$ cat config.mk
export PLATFORM = sky130hd
export DESIGN_NAME = podc_top
export DESIGN_NICKNAME = d
export VERILOG_FILES = /design/src/podc_pkg.sv /design/src/podc_top.sv /design/src/podc_divider.sv
export VERILOG_INCLUDE_DIRS = /design/src /design/src/src
export SDC_FILE = /design/constraint.sdc
export NUM_CORES = 1
export LEC_CHECK = 0
export CAP_MARGIN = 20
export CORE_ASPECT_RATIO = 0.8
export CORE_UTILIZATION = 57
export DETAILED_ROUTE_END_ITERATION = 8
export DONT_BUFFER_PORTS = 1
export GPL_TIMING_DRIVEN = 0
export PLACE_DENSITY_LB_ADDON = 0.1
export REMOVE_ABC_BUFFERS = 1
export SYNTH_ARGS = -nofsm -noshare
export SYNTH_HDL_FRONTEND = slang
export SYNTH_SLANG_ARGS = --single-unit
$ cat constraint.sdc
create_clock -name ref_clk -period 1.8 [get_ports ref_clk]
set_input_delay 0.09 -clock ref_clk [delete_from_list [all_inputs] [get_ports ref_clk]]
set_output_delay 0.09 -clock ref_clk [all_outputs]
set_load 0.01 [all_outputs]
$ cat src/podc_regs.svh
// Purpose: register indices, field positions and reset values of the divider channels
// Assumes: a register's byte address is four times its index
// Notes: definitions only
`ifndef PODC_REGS_SVH
`define PODC_REGS_SVH
// register indices, byte address = index * 4
`define PODC_IDX_CH1_COUNTS 10'h193
`define PODC_IDX_CH1_CTRL 10'h194
`define PODC_IDX_CH1_ROUTE 10'h195
`define PODC_IDX_CH2_COUNTS 10'h196
`define PODC_IDX_CH2_CTRL 10'h197
`define PODC_IDX_CH2_ROUTE 10'h198
`define PODC_IDX_STATUS 10'h1F0
// reset values
`define PODC_RST_COUNTS 8'h00
`define PODC_RST_CH1_CTRL 8'h00
`define PODC_RST_CH2_CTRL 8'h80
`define PODC_RST_ROUTE 8'h00
`define PODC_ROUTE_MASK 8'h03
// counts register fields
`define PODC_LOW_HI 7
`define PODC_LOW_LO 4
`define PODC_HIGH_HI 3
`define PODC_HIGH_LO 0
// control register fields
`define PODC_BYPASS 7
`define PODC_IGNORE 6
`define PODC_FORCE 5
`define PODC_START 4
`define PODC_PHASE_HI 3
`define PODC_PHASE_LO 0
// routing register fields
`define PODC_DIRECT 1
`define PODC_DCC_OFF 0
// distribution source select codes
`define PODC_SRC_EXT 2'h0
`define PODC_SRC_NONE 2'h1
`define PODC_SRC_VCO 2'h2
`endif

$ cat src/podc_pkg.sv
// Purpose: state types of the paired output clock divider
// Assumes: nothing beyond the register header
// Notes: one packed struct per module holds all its state
`default_nettype none
package podc_pkg;
    // one divider channel
    typedef struct packed {
        logic lvl;       // present output level
        logic [3:0] cnt; // cycles spent in the present level
        logic [3:0] ph;  // phase cycles still to wait
    } podc_div_state_t;

    // register file, bus answer and output flops
    typedef struct packed {
        logic [7:0] ch1_counts;
        logic [7:0] ch1_ctrl;
        logic [7:0] ch1_route;
        logic [7:0] ch2_counts;
        logic [7:0] ch2_ctrl;
        logic [7:0] ch2_route;
        logic ack;
        logic [7:0] rdata;
        logic [3:0] outs;
        logic [1:0] dcc;
    } podc_top_state_t;
endpackage : podc_pkg
`default_nettype wire

$ cat src/podc_top.sv
// Purpose: two divider channels feeding two output pairs, with a wishbone register file
// Assumes: ref_clk at 10 MHz stands for the divider input clock; all inputs synchronous
// Notes: source select and chip-level sync come in as plain ports
//
// Our own choice: the Wishbone register port.
`include "podc_regs.svh"
`default_nettype none
module podc_top
    import podc_pkg::*;
(
    input wire logic ref_clk,
    input wire logic rst,
    input wire logic wb_cyc_i,
    input wire logic wb_stb_i,
    input wire logic wb_we_i,
    input wire logic [11:0] wb_adr_i,
    input wire logic [3:0] wb_sel_i,
    input wire logic [31:0] wb_dat_i,
    output logic [31:0] wb_dat_o,
    output logic wb_ack_o,
    input wire logic sync_hold,
    input wire logic vco_lvl,
    input wire logic ext_lvl,
    input wire logic [1:0] dist_src_sel,
    output logic pair_b_output_a,
    output logic pair_b_output_b,
    output logic pair_c_output_a,
    output logic pair_c_output_b,
    output logic [1:0] dcc_active
);
    podc_top_state_t st_ff; // all state of the block
    podc_top_state_t nxt_st; // its next value

    logic ch1_div; // channel one divider output
    logic ch2_div; // channel two divider output
    logic div_in; // level fed to both dividers
    logic req; // fresh bus request this cycle
    logic [9:0] idx; // register index from the byte address
    logic aligned; // word aligned address
    logic wr_en; // write to byte lane zero

    // bus decode
    // only aligned words reach a register; a stray low address bit would
    // otherwise alias four byte addresses onto one register and hide
    // software address mistakes, so misaligned accesses read zero instead
    assign idx = wb_adr_i[11:2];
    assign aligned = wb_adr_i[1:0] == 2'h0;
    // ack high blocks a second take of the same request
    assign req = wb_cyc_i && wb_stb_i && !st_ff.ack;
    assign wr_en = req && wb_we_i && wb_sel_i[0] && aligned;

    // divider input follows the distribution source select
    // limitation: code 01 and the unused code 11 both feed the external level,
    // since nothing else exists in this block to distribute
    assign div_in = (dist_src_sel == `PODC_SRC_VCO) ? vco_lvl : ext_lvl;

    // routing of one pair: direct path only for the two meaningful codes
    function automatic logic route_out(
        input logic direct,
        input logic [1:0] sel,
        input logic div
    );
        logic r;
        r = div;
        if (direct) begin
            if (sel == `PODC_SRC_VCO) begin
                r = vco_lvl;
            end else if (sel == `PODC_SRC_EXT) begin
                r = ext_lvl;
            end else begin
                r = div;
            end
        end
        return r;
    endfunction : route_out

    // duty correction applies while the divider itself drives the pair, except with the direct bit set and code 11
    function automatic logic dcc_on(
        input logic [7:0] ctrl,
        input logic [7:0] route
    );
        logic on;
        on = !route[`PODC_DCC_OFF] && !ctrl[`PODC_BYPASS];
        if (route[`PODC_DIRECT] && dist_src_sel != `PODC_SRC_NONE) begin
            // direct path skips the divider and its correction
            on = 1'b0;
        end
        return on;
    endfunction : dcc_on

    // next state: register writes, read capture, output flops
    always_comb begin
        nxt_st = st_ff;
        nxt_st.ack = req;
        // register writes land at the taking edge
        if (wr_en) begin
            case (idx)
                `PODC_IDX_CH1_COUNTS: begin
                    nxt_st.ch1_counts = wb_dat_i[7:0];
                end
                `PODC_IDX_CH1_CTRL: begin
                    nxt_st.ch1_ctrl = wb_dat_i[7:0];
                end
                `PODC_IDX_CH1_ROUTE: begin
                    nxt_st.ch1_route = wb_dat_i[7:0] & `PODC_ROUTE_MASK;
                end
                `PODC_IDX_CH2_COUNTS: begin
                    nxt_st.ch2_counts = wb_dat_i[7:0];
                end
                `PODC_IDX_CH2_CTRL: begin
                    nxt_st.ch2_ctrl = wb_dat_i[7:0];
                end
                `PODC_IDX_CH2_ROUTE: begin
                    nxt_st.ch2_route = wb_dat_i[7:0] & `PODC_ROUTE_MASK;
                end
                default: begin
                    // status and unmapped: write ignored, still acked
                end
            endcase
        end
        // read data is captured when the request is taken
        if (req) begin
            nxt_st.rdata = 8'h00;
            if (aligned) begin
                case (idx)
                    `PODC_IDX_CH1_COUNTS: begin
                        nxt_st.rdata = st_ff.ch1_counts;
                    end
                    `PODC_IDX_CH1_CTRL: begin
                        nxt_st.rdata = st_ff.ch1_ctrl;
                    end
                    `PODC_IDX_CH1_ROUTE: begin
                        nxt_st.rdata = st_ff.ch1_route;
                    end
                    `PODC_IDX_CH2_COUNTS: begin
                        nxt_st.rdata = st_ff.ch2_counts;
                    end
                    `PODC_IDX_CH2_CTRL: begin
                        nxt_st.rdata = st_ff.ch2_ctrl;
                    end
                    `PODC_IDX_CH2_ROUTE: begin
                        nxt_st.rdata = st_ff.ch2_route;
                    end
                    `PODC_IDX_STATUS: begin
                        // live view of divider levels, duty correction and outputs
                        nxt_st.rdata = {ch2_div, ch1_div, st_ff.dcc, st_ff.outs};
                    end
                    default: begin
                        // unmapped reads as zero
                        nxt_st.rdata = 8'h00;
                    end
                endcase
            end
        end
        // both members of a pair carry the same clock
        nxt_st.outs[0] = route_out(st_ff.ch1_route[`PODC_DIRECT], dist_src_sel, ch1_div);
        nxt_st.outs[1] = nxt_st.outs[0];
        nxt_st.outs[2] = route_out(st_ff.ch2_route[`PODC_DIRECT], dist_src_sel, ch2_div);
        nxt_st.outs[3] = nxt_st.outs[2];
        nxt_st.dcc[0] = dcc_on(st_ff.ch1_ctrl, st_ff.ch1_route);
        nxt_st.dcc[1] = dcc_on(st_ff.ch2_ctrl, st_ff.ch2_route);
    end

    // state register with documented reset values
    // every field is reset on its own so the two control registers can
    // carry different values: only channel two starts bypassed
    always_ff @(posedge ref_clk) begin
        if (rst) begin
            st_ff.ch1_counts <= `PODC_RST_COUNTS;
            st_ff.ch1_ctrl <= `PODC_RST_CH1_CTRL;
            st_ff.ch1_route <= `PODC_RST_ROUTE;
            st_ff.ch2_counts <= `PODC_RST_COUNTS;
            st_ff.ch2_ctrl <= `PODC_RST_CH2_CTRL;
            st_ff.ch2_route <= `PODC_RST_ROUTE;
            st_ff.ack <= 1'b0;
            st_ff.rdata <= 8'h00;
            st_ff.outs <= 4'h0;
            st_ff.dcc <= 2'h0;
        end else begin
            st_ff <= nxt_st;
        end
    end

    // channel one divider
    podc_divider u_ch1 (
        .ref_clk(ref_clk),
        .rst(rst),
        .low_cnt(st_ff.ch1_counts[`PODC_LOW_HI:`PODC_LOW_LO]),
        .high_cnt(st_ff.ch1_counts[`PODC_HIGH_HI:`PODC_HIGH_LO]),
        .bypass(st_ff.ch1_ctrl[`PODC_BYPASS]),
        .ignore(st_ff.ch1_ctrl[`PODC_IGNORE]),
        .force_lvl(st_ff.ch1_ctrl[`PODC_FORCE]),
        .start_lvl(st_ff.ch1_ctrl[`PODC_START]),
        .phase(st_ff.ch1_ctrl[`PODC_PHASE_HI:`PODC_PHASE_LO]),
        .sync_hold(sync_hold),
        .in_lvl(div_in),
        .div_out(ch1_div)
    );

    // channel two divider, bypassed after reset
    podc_divider u_ch2 (
        .ref_clk(ref_clk),
        .rst(rst),
        .low_cnt(st_ff.ch2_counts[`PODC_LOW_HI:`PODC_LOW_LO]),
        .high_cnt(st_ff.ch2_counts[`PODC_HIGH_HI:`PODC_HIGH_LO]),
        .bypass(st_ff.ch2_ctrl[`PODC_BYPASS]),
        .ignore(st_ff.ch2_ctrl[`PODC_IGNORE]),
        .force_lvl(st_ff.ch2_ctrl[`PODC_FORCE]),
        .start_lvl(st_ff.ch2_ctrl[`PODC_START]),
        .phase(st_ff.ch2_ctrl[`PODC_PHASE_HI:`PODC_PHASE_LO]),
        .sync_hold(sync_hold),
        .in_lvl(div_in),
        .div_out(ch2_div)
    );

    // port drive, all from flops
    // trade-off: the extra output flop costs one cycle of latency on every
    // path but keeps the pads free of decode glitches
    assign wb_ack_o = st_ff.ack;
    assign wb_dat_o = {24'h000000, st_ff.rdata};
    assign pair_b_output_a = st_ff.outs[0];
    assign pair_b_output_b = st_ff.outs[1];
    assign pair_c_output_a = st_ff.outs[2];
    assign pair_c_output_b = st_ff.outs[3];
    assign dcc_active = st_ff.dcc;
endmodule : podc_top
`default_nettype wire

$ cat src/podc_divider.sv
// Purpose: one divider channel with counts, start level, phase hold, force and bypass
// Assumes: ref_clk stands for the divider input clock; sync_hold is synchronous
// Notes: div_out comes straight from a flop
`include "podc_regs.svh"
`default_nettype none
module podc_divider
    import podc_pkg::*;
(
    input wire logic ref_clk,
    input wire logic rst,
    input wire logic [3:0] low_cnt,
    input wire logic [3:0] high_cnt,
    input wire logic bypass,
    input wire logic ignore,
    input wire logic force_lvl,
    input wire logic start_lvl,
    input wire logic [3:0] phase,
    input wire logic sync_hold,
    input wire logic in_lvl,
    output logic div_out
);
    podc_div_state_t st_ff; // all divider state
    podc_div_state_t nxt_st; // its next value

    // next state: bypass beats sync, sync beats phase wait, phase wait beats counting
    always_comb begin
        nxt_st = st_ff;
        if (bypass) begin
            // divider idle, input level passed on
            nxt_st.lvl = in_lvl;
            nxt_st.cnt = 4'h0;
            nxt_st.ph = 4'h0;
        end else if (sync_hold && ignore) begin
            // forced level only meaningful while sync is ignored
            nxt_st.lvl = force_lvl;
        end else if (sync_hold) begin
            // obeying divider restarts and waits out the phase
            nxt_st.lvl = start_lvl;
            nxt_st.cnt = 4'h0;
            nxt_st.ph = phase;
        end else if (st_ff.ph != 4'h0) begin
            nxt_st.ph = st_ff.ph - 4'h1;
        end else if (st_ff.cnt == (st_ff.lvl ? high_cnt : low_cnt)) begin
            // field value plus one cycles spent, flip
            nxt_st.lvl = ~st_ff.lvl;
            nxt_st.cnt = 4'h0;
        end else begin
            nxt_st.cnt = st_ff.cnt + 4'h1;
        end
    end

    // state register
    always_ff @(posedge ref_clk) begin
        if (rst) begin
            st_ff <= '0;
        end else begin
            st_ff <= nxt_st;
        end
    end

    assign div_out = st_ff.lvl;

    // helper: length of the present level and whether it ran undisturbed
    logic normal; // plain counting this cycle
    logic toggle; // level flips at the next edge
    logic [3:0] run_ff;
    logic clean_ff;
    assign normal = !bypass && !sync_hold && (st_ff.ph == 4'h0);
    assign toggle = nxt_st.lvl != st_ff.lvl;
    always_ff @(posedge ref_clk) begin
        if (rst) begin
            run_ff <= 4'h0;
            clean_ff <= 1'b0;
        end else begin
            run_ff <= toggle ? 4'h0 : run_ff + 4'h1;
            clean_ff <= toggle ? normal : (clean_ff && normal);
        end
    end
endmodule : podc_divider
`default_nettype wire

# After elaboration in Yosys (flattened, before gate mapping)

Cells that the tools add are included.

Logic and storage cells: 107
Input port bits: 58
Output and inout port bits: 39
Bits in registers: 68

Bitwise operators: 4
Reduce and logical (&&, ||, !) cells: 40
Multiplexer cells: 27
Equal/unequal tests: 15
$add $sub $neg: 4

Operator list:

| kind                                                   | number |
|---|---|
| == test 10 x 9 -> 1 bit (second input constant)        | 7 |
| case mux 8 bit (7 select lines)                        | 1 |
| 2-to-1 mux 9 bit                                       | 4 |
| 2-to-1 mux 4 bit                                       | 6 |
| 2-to-1 mux 8 bit                                       | 3 |
| AND reduction 2 bit                                    | 12 |
| nonzero test 4 bit                                     | 4 |
| logical AND 1 bit                                      | 11 |
| 2-to-1 mux 1 bit                                       | 11 |
| 2-to-1 mux 5 bit                                       | 2 |
| adder 4 x 1 -> 4 bit (second input constant)           | 2 |
| == test 4 bit                                          | 2 |
| inequality test 4 x 3 -> 1 bit (second input constant) | 2 |
| OR reduction 2 bit                                     | 4 |
| subtractor 4 x 1 -> 4 bit (second input constant)      | 2 |
| zero test 1 bit                                        | 5 |
| zero test 2 bit                                        | 2 |
| inequality test 2 bit (second input constant)          | 2 |
| NOT 1 bit                                              | 4 |
| nonzero test 2 bit                                     | 2 |
| == test 2 bit (second input constant)                  | 1 |
| inequality test 2 x 1 -> 1 bit (second input constant) | 1 |

# Longest topological paths before layout

Gate-level depths: netlist (run 1).

Depth after elaboration: 7
Mapped depth: 8
Mapped depth without buffers: 7

# Modules after synthesis

Synthesis (run 1) repeated with hierarchy kept, for this count alone.

Cell total of the unflattened synthesis: 428
Area total of the unflattened synthesis: 3862.5 sq um

Modules (own cells, without submodules):

| module       | times used | area an instance (sq um) | sequential area each (sq um) | cells each |
|---|---|---|---|---|
| podc_top     | 1          | 2603.7                   | 980.9                        | 278 |
| podc_divider | 2          | 629.4                    | 180.2                        | 75 |

# Least setup slack after synthesis (run 1)

No wires, ideal clock.

Path kind: reg2reg
Start: register st_ff, in the netlist wb_ack_o
End: register st_ff[38] in the netlist's numbering
Cell stages (with the launch flop): 7
Arrival time: 1.818 ns
Period minus slack after synthesis: 1.945 ns
Data required time: 1.672 ns
Setup time: 0.128 ns
Buffers on the path: 1
Setup slack: -0.145 ns
Cell sequence: dfxtp_1 > nand3b_4 > or3_1 > buf_6 > nor4_4 > mux2i_1 > nor2_1

Word-level cells in the longest chain between the ends: 6

RTL lines:

| element                              | line            | text |
|---|---|---|
| start: declaration                   | podc_top.sv:31  | `podc_top_state_t st_ff;` |
| start signal: assignment             | podc_top.sv:180 | `st_ff <= nxt_st;` |
| zero test 1 bit                      | podc_top.sv:49  | `assign req = wb_cyc_i && wb_stb_i && !st_ff.ack;` |
| logical AND 1 bit                    | podc_top.sv:49  |  |
| logical AND 1 bit (3 in a row)       | podc_top.sv:50  | `assign wr_en = req && wb_we_i && wb_sel_i[0] && aligned;` |
| AND reduction 2 bit (no source line) | n/a             |  |

Every way passes these cells.
A chain may end at the register's enable or synchronous reset.

# Worst setup path in the final report (run 1)

Start: register st_ff, in the netlist wb_ack_o
End: register st_ff[36] in the netlist's numbering

The elaborated chain is that of the path after synthesis.

==> results of run 1 <==
==> area by class of cell <==
type | count | area (um^2)
Fill cell | 555 | 2240
Multi-Input combinational cell | 333 | 2190
Sequential cell | 67 | 1350
Timing Repair Buffer | 26 | 241
Clock buffer | 10 | 138
Tap cell | 84 | 105
Clock inverter | 6 | 88.8
Inverter | 12 | 45.0
==> worst max-delay path by stage <==
stage	endpoint	slack, ns	cells after the start
2_1_floorplan	st_ff[31]	-0.18	5
3_3_place_gp	st_ff[32]	-0.45	5
3_5_place_dp	st_ff[36]	-0.48	5
4_1_cts	st_ff[36]	-0.05	6
5_1_grt	st_ff[36]	-0.07	6
6_report	st_ff[36]	0.01	6
==> sequential cells by signal, indices dropped and copies added, names as in the netlist <==
register,cells
dcc_active,2
pair_b_output_b,1
pair_c_output_a,1
st_ff,36
u_ch1.div_out,1
u_ch1.st_ff,8
u_ch2.div_out,1
u_ch2.st_ff,8
wb_ack_o,1
wb_dat_o,8
==> cell usage after synthesis (all sizes together) (3+ instances only) <==
library cell	instances	area [um^2]
a211oi	3	22.5
a21oi	26	130
a221o	4	40.0
a22o	6	52.6
a22oi	5	37.5
a2bb2oi	5	43.8
a32oi	5	43.8
and2	4	25.0
and2b	3	22.5
buf	42	303
clkbuf	16	60.1
dfxtp	67	1340
ha	4	50.1
inv	12	45.0
mux2i	45	450
nand2	46	173
nand2b	5	31.3
nand3	7	35.0
nand4	3	18.8
nor2	57	214
nor2b	7	43.8
nor3	8	51.3
nor4	4	55.1
o21ai	18	90.1
o31ai	4	30.0
or2	4	25.0
xor2	8	70.1
==> cells in the final DEF (no fill, tap or decap), types with 4 or more instances in the layout <==
| cell type | count |
|---|---|
| conb_1 | 24 |
| nand3_1 | 7 |
| ha_1 | 4 |
| a221o_1 | 4 |
| clkbuf_8 | 10 |
| mux2i_2 | 4 |
| a2bb2oi_1 | 5 |
| a21oi_1 | 26 |
| nand2b_1 | 5 |
| nor2b_1 | 7 |
| nor3_1 | 4 |
| dlygate4sd3_1 | 14 |
| nand2_1 | 46 |
| dfxtp_1 | 63 |
| o31ai_1 | 4 |
| o21ai_0 | 18 |
| mux2i_1 | 40 |
| inv_1 | 12 |
| and2_1 | 4 |
| nor2_1 | 56 |
| xor2_1 | 8 |
| a32oi_1 | 5 |
| a22o_1 | 6 |
| buf_4 | 9 |
| a22oi_1 | 5 |
==> cells by family (layout without fill, tap and decap cells) <==
family | count (synthesis) | count (layout) | share of synthesized area
adder cells (fa/ha/maj) | 4 | 4 | 0.0132
flip-flops | 67 | 67 | 0.354
AND/OR/NAND/NOR | 161 | 161 | 0.215
XOR/XNOR | 8 | 8 | 0.0185
AO/OA/AOI/OAI | 88 | 88 | 0.157
other | 1 | 24 | 0.000988
multiplexers | 48 | 48 | 0.134
buffers and inverters | 70 | 54 | 0.108
==> power by group through the flow <==
stage | sequential (mW) | combinational, mW | clock [mW]
floorplan | 1.56 | 0.174 | 0
global placement | 1.57 | 0.201 | 0
detailed placement | 1.57 | 0.205 | 0
CTS | 1.53 | 0.229 | 1.44
global route | 1.54 | 0.275 | 1.49
finish | 1.54 | 0.244 | 1.43
==> critical path, cell delays in order, from the launching register on <==
cell and delay, ns:
dfxtp_2 0.34, nand3b_4 0.15, or3_4 0.46, nor4_4 0.28
buf_4 0.20, mux2i_1 0.19, nor2_1 0.06
==> through the flow <==
stage	worst slack, ns	cell area [um^2]	hold slack [ns]	setup TNS [ns]
global placement	-0.449	3620	0.165	-11.11
finish	0.0147	4160	-0.205	0
floorplan	-0.178	3520	0.159	-3.53
detailed placement	-0.476	3620	0.165	-11.56
CTS	-0.0486	4080	-0.215	-0.178
global route	-0.0694	4160	-0.210	-0.859
==> layer usage <==
layer | wire length, um | part of all wire
met1 | 4400 | 0.48
met2 | 4120 | 0.45
met3 | 561 | 0.061
met4 | 162 | 0.018
met5 | 0 | 0
==> what timing repair did <==
action                                  in CTS  in global routing
buffers inserted                            10                  2
pin swaps                                    6                  8
endpoints found under the setup margin      38                 42
hold buffers                                13                  1
hold endpoints to repair                    57                 41
gates cloned                                 0                  0
gates resized for setup                      8                 15
==> results.toml, run 1 <==
[drt]
drc = 0
vias = 3155
drt.antenna.violating_nets = 0
drt_pass1_iterations = 4
vias_per_cell = 5.86
routed_wl_mm = 9.25
first_iter_violations = 222
drt-wirelength-per-cell_um = 17.2

[grt]
grtUsageMet2 = 0.402
first_global_vias = 2701
grt_use_met1 = 0.374
top_usage_layer = "met2"
antenna_found_initial = 0
grt_pass1_wl_mm = 14.0
grtUsageMet3 = 0.0778
globalRouteTotalUtil = 0.268
grt_overflow = 0
grt_max_degree = 52

[pwr]
power_leakage_nw = 1.53
internal_power_mw = 2.42
powerDensity_nw_per_um2 = 771
p_switching_mw = 0.785
power_frac_comb = 0.076
peakVddDrop_v = 0.000463
p_clk_frac = 0.445
p_total_mw = 3.21
swShare = 0.245
seqPwrFrac = 0.478

[logic_synthesis]
synth_edf_count = 0
syn_inst = 447
synth-seq-area-share = 0.354
postSynthAreaPerCell_um2 = 8.49
synth_ff_type = "dfxtp_1"
async_reset_ff_frac = 0
syn_area_um2 = 3790
synth-seq-cells = 67
ys_warn_count = 0
yosys.cell_types.count = 55

[cts]
clk_pin_slew_ns = 0.07
cts_tree = "done"
cts_max_path_buffers = 2
root_buffer = "clkbuf_8"
h-tree-depth = 3
cts.sinks = 67
numCtsBuffers = 9
clock_latency_ns = 0.36

[floorplan]
initial_utilization = 0.592
io_pins = 97
rows = 26
die-area_um2 = 6990
die_h_um = 75.0
fp.dieW_um = 93.2
core_um2 = 6410

[sta]
slew_violations = 0
max_freq_mhz = 560
period_minus_slack_ns = 1.79
rsz0062_at_grt = "true"
setup_viol = 0
slew_headroom = 0.587
tightestPinTransition_ns = 0.618
hold_violations = 40
fin_skew_ns = 0.00491
period_share = 0.992
hold_ws_ns = -0.205

[setup_path]
crit_fanout = 6
r2r_slack_ns = 0.01
r2r-start = "wb_ack_o"
cp.required_ns = 2.06
crit_start = "wb_ack_o"
worst_r2r_endpoint = "st_ff[36]"
crit_type = "register to register"
arrival_ns = 2.04
reg2reg_depth = 6
cp-start-kind = "register"
endpoint_kind = "register"

[status]
violations = "hold timing"
outcome = "finished with violations"

[place]
gp_congestion = 0.804
place_inst = 496
dp.final_hpwl_mm = 6.28
port_buffers = 0

[hold_path]
min-delay-path-class = "input pin to register"
min_from = "rst"
hold-path-endpoint = "wb_dat_o[3]"
min_path_cells = 1

[run]
cap_violations = 0

[final_layout]
num_antenna_cells = 0
drive_gt1_frac = 0.126
fin_util = 0.650
syn_to_final_growth_pct = 9.76
final_cells = 538
finish.net_count = 511
Note: power is estimated with default switching activity, not from simulation.
==> inputs of run 2 (changes only) <==
CORE_ASPECT_RATIO = 0.75   (was 0.8)
clock period = 1.43 ns   (was 1.8 ns; I/O delays follow)
==> run 2 against run 1 <==
The flow finishes with violations (hold timing, setup timing). Die area hardly changed. Sequential share of layout area is 2.1 points lower. Combinational power is 73% higher. Largest cell class unchanged.
==> results.toml, run 2 (synthesized netlist as in run 1, its figures left out) <==
[drt]
drt-wirelength-per-cell_um = 18.1
first_iter_violations = 191
drt.antenna.violating_nets = 0
drc = 0
routed_wl_mm = 9.86
vias = 3199
vias_per_cell = 5.88
drt_pass1_iterations = 4

[final_layout]
multiInputGateArea_um2 = 2410
final_cells = 544
final_common_cell = "dfxtp_1"
regArea_um2 = 1360
drive_gt1_frac = 0.227
largest_reg_flops = 36
fin_util = 0.703
final_cell_mix = "dfxtp_1, nor2_1, nand2_1"
finish.net_count = 520
num_antenna_cells = 0
syn_to_final_growth_pct = 17.7
regMostFlops = "st_ff"
nFillCells = 499

[sta]
setup_slack_ns = -0.384
max_freq_mhz = 551
period_minus_slack_ns = 1.81
tightestPinTransition_ns = 0.710
hold_violations = 44
slew_headroom = 0.527
slew_violations = 0
hold_ws_ns = -0.221
period_share = 1.27
setup_viol = 52
setup_tns_ns = -12.87
rsz0062_at_grt = "true"
fin_skew_ns = 0.00777

[pwr]
powerDensity_nw_per_um2 = 926
p_total_mw = 4.14
power_leakage_nw = 1.68
peakVddDrop_v = 0.000586

[cts]
h-tree-depth = 3
numCtsBuffers = 9
cts_max_path_buffers = 2
clk_pin_slew_ns = 0.07
clock_latency_ns = 0.36
root_buffer = "clkbuf_8"
cts_tree = "done"
cts.sinks = 67

[floorplan]
rows = 25
die-area_um2 = 6990
fp.dieW_um = 96.2
initial_utilization = 0.597
io_pins = 97
die_h_um = 72.7
core_um2 = 6350

[setup_path]
endpoint_kind = "register"
cp.required_ns = 1.69
crit_type = "register to register"
arrival_ns = 2.07
cp-start-kind = "register"
crit_fanout = 6

[grt]
antenna_found_initial = 0
grt_max_degree = 52
grt_overflow = 0
first_global_vias = 2843
grt_pass1_wl_mm = 14.7
globalRouteTotalUtil = 0.286

[place]
place_inst = 493
port_buffers = 0
gp_congestion = 0.884
dp.final_hpwl_mm = 6.41

[status]
outcome = "finished with violations"
violations = "hold timing, setup timing"

[run]
cap_violations = 0

[hold_path]
min-delay-path-class = "input pin to register"
-- run 2: cell types whose count changed in the layout (fill, tap and decap cells not counted), moves of 4 or more --
cell / delta
dlygate4sd3_1: -8
buf_4: +8
o21ai_0: -5
nand2b_1: -4
-- run 2: repair_timing --
item	CTS	global route
hold endpoints to repair	60	44
hold buffers	9	1
endpoints found under the setup margin	59	59
pin swaps	27	26
buffers inserted	15	11
gates resized for setup	34	47
-- run 2: per-layer routing --
metal	up-vias	GRT usage	share of wire
met5	-	0	0
met4	0	0.108	0.020
li1	1556	-	-
met3	18	0.0719	0.056
met1	1524	0.400	0.46
met2	101	0.426	0.46
-- run 2: worst paths after layout --
path / start / to / slack, ns / depth (start not counted)
max: wb_ack_o / st_ff[40] / -0.38 / 6
min: rst / wb_dat_o[3] / -0.22 / 1
max reg2reg: wb_ack_o / st_ff[40] / -0.38 / 6
min reg2reg: st_ff[39] / dcc_active[0] / 0.48 / 1
-- run 2: layout make-up --
cell class / instances / area share
flip-flops and latches: 67 / 0.303
clock buffers: 10 / 0.0308
multi-input cells: 333 / 0.539
inverters: 12 / 0.0101
well taps: 81 / 0.0227
repair buffers: 35 / 0.0745
clock inverters: 6 / 0.0199
-- run 2: per-stage QoR --
| stage | hold WS (ns) | setup WS [ns] | area [um^2] |
|---|---|---|---|
| after global routing | -0.239 | -0.457 | 4470 |
| after global placement | 0.146 | -0.795 | 3620 |
| after detailed placement | 0.147 | -0.837 | 3620 |
| after floorplan | 0.141 | -0.548 | 3520 |
| after CTS | -0.234 | -0.411 | 4190 |
| final | -0.221 | -0.384 | 4470 |
-- run 2: report_power, final --
part / total [mW] / internal, mW / switching [mW]
Clock: 1.78 / 1.03 / 0.753
Combinational: 0.422 / 0.197 / 0.225
Sequential: 1.93 / 1.89 / 0.0414
-- run 2: critical path, stage by stage, from the launching register on --
cell      delay, ns
dfxtp_2        0.34
nand3b_4       0.16
or3_4          0.45
buf_4          0.17
nor4b_4        0.32
mux2i_1        0.22
nor2_1         0.05
==> inputs of run 3 (changes only) <==
--- a/config.mk
+++ b/config.mk
@@ -10,2 +10,3 @@
 export CORE_ASPECT_RATIO = 0.75
+export CORE_MARGIN = 1.5
 export CORE_UTILIZATION = 57
==> constraint.sdc (replaced) <==
create_clock -name ref_clk -period 1.43 [get_ports ref_clk]
set_input_delay 0.2145 -clock ref_clk [delete_from_list [all_inputs] [get_ports ref_clk]]
set_output_delay 0.2145 -clock ref_clk [all_outputs]
set_load 0.01 [all_outputs]
==> run 3 against run 2 <==
Count of clock-buffer cells in the layout rose by 1. The run still ends with hold timing, setup timing left. Cell area fell by 3.3%. Power rose by 2.0%. Critical path depth did not move. Largest cell class unchanged. First-iteration DRC count rose by 41%. Highest routed layer unchanged.
==> results.toml, run 3 (synthesized netlist as in run 1, its figures left out) <==
[final_layout]
finish.net_count = 508
final_area_um2 = 4320
final_common_cell = "dfxtp_1"
syn_to_final_growth_pct = 13.8
drive_gt1_frac = 0.204
final_cell_mix = "dfxtp_1, nor2_1, nand2_1"
regMostFlops = "st_ff"
largest_reg_flops = 36
fin_util = 0.677
num_antenna_cells = 0

[setup_path]
endpoint_kind = "register"
crit_type = "register to register"
arrival_ns = 2.04
r2r-start = "wb_ack_o"
cp-start-kind = "register"
crit_fanout = 6
cp.required_ns = 1.66
crit_start = "wb_ack_o"

[sta]
hold_ws_ns = -0.0637
hold_violations = 40
slew_headroom = 0.567
slew_violations = 0
setup_slack_ns = -0.385
rsz0062_at_grt = "true"
setup_viol = 53
period_share = 1.27
period_minus_slack_ns = 1.81
fin_skew_ns = 0.00751
tightestPinTransition_ns = 0.647
max_freq_mhz = 551

[status]
violations = "hold timing, setup timing"
outcome = "finished with violations"

[pwr]
p_switching_mw = 0.961
seqPwrFrac = 0.458
p_total_mw = 4.22
power_leakage_nw = 1.57
peakVddDrop_v = 0.000908
powerDensity_nw_per_um2 = 977
power_frac_comb = 0.089
internal_power_mw = 3.26
swShare = 0.228
p_clk_frac = 0.453

[hold_path]
min-delay-path-class = "input pin to register"
min_from = "rst"

[place]
gp_congestion = 0.872
dp.final_hpwl_mm = 6.48
pre_cts_slack_ns = -0.840
placed_area_um2 = 3620
port_buffers = 0

[cts]
cts.sinks = 67
root_buffer = "clkbuf_8"
h-tree-depth = 3
clock_latency_ns = 0.34
cts_tree = "done"
cts_max_path_buffers = 2
clk_pin_slew_ns = 0.07
numCtsBuffers = 9
hold_buffers = 2

[drt]
drt-wirelength-per-cell_um = 18.2
first_iter_violations = 269
vias = 3240
drc = 0
drt_pass1_iterations = 7
drt.antenna.violating_nets = 0
routed_wl_mm = 9.69
vias_per_cell = 6.09

[floorplan]
io_pins = 97
die_h_um = 73.7
die-area_um2 = 7160
core_um2 = 6380
rows = 25
initial_utilization = 0.595
fp.dieW_um = 97.2

[grt]
grt_pass1_wl_mm = 14.7
antenna_found_initial = 0
grt_overflow = 0
first_global_vias = 2879
grt_max_degree = 52
globalRouteTotalUtil = 0.266

[run]
cap_violations = 0
## run 3: changes by cell type in the layout (fill, tap and decap cells not counted), sizes merged
cell          change
dlygate4sd3       -4
dlymetal6s4s      -3
clkinvlp          -2
bufinv            +1
buf               -4
## run 3: layout make-up
class / count / area, um^2
timing repair buffer: 23 / 209
tap: 81 / 101
clock inverter: 5 / 100
multi-input combinational: 333 / 2370
sequential: 67 / 1360
clock buffer: 11 / 141
fill: 515 / 2060
inverter: 12 / 45.0
## run 3: what timing repair did
action | 4_1_cts | 5_1_grt
gates resized for setup | 38 | 26
buffers inserted | 17 | 4
setup endpoints to repair | 58 | 61
endpoints found under the hold margin | 44 | 42
pin swaps | 18 | 13
cloned | 0 | 0
## run 3: critical path, stage by stage (launching register included)
cell      delay (ns)
dfxtp_2         0.34
nand3b_4        0.15
or3_4           0.45
nor4_4          0.28
buf_4           0.20
mux2i_1         0.20
nor2_1          0.07
## run 3: final timing paths
path | to | slack [ns] | cells after the start
worst max register to register | st_ff[34] | -0.38 | 6
worst min register to register | dcc_active[1] | 0.48 | 1
worst max-delay path | st_ff[34] | -0.38 | 6
worst min-delay path | st_ff[16] | -0.06 | 1
## run 3: metrics by stage
stage          TNS [ns]  cells
3_5_place_dp     -30.44    493
3_3_place_gp     -29.42    493
4_1_cts          -13.47    528
5_1_grt          -16.32    532
6_report         -12.90    532
2_1_floorplan    -16.47    412
## run 3: layer usage
layer  up-vias  track usage  share of wire
li1       1526            -              -
met1      1548        0.368           0.45
met2       151        0.424           0.46
met3        15       0.0647          0.082
met4         0       0.0596         0.0096
met5         -            0              0
## run 3: power groups by stage
stage / combinational (mW) / sequential [mW] / clock, mW
after floorplan: 0.218 / 1.96 / 0
after global placement: 0.254 / 1.97 / 0
after detailed placement: 0.258 / 1.97 / 0
after CTS: 0.343 / 1.93 / 1.94
after global routing: 0.407 / 1.93 / 2.00
final: 0.374 / 1.93 / 1.91
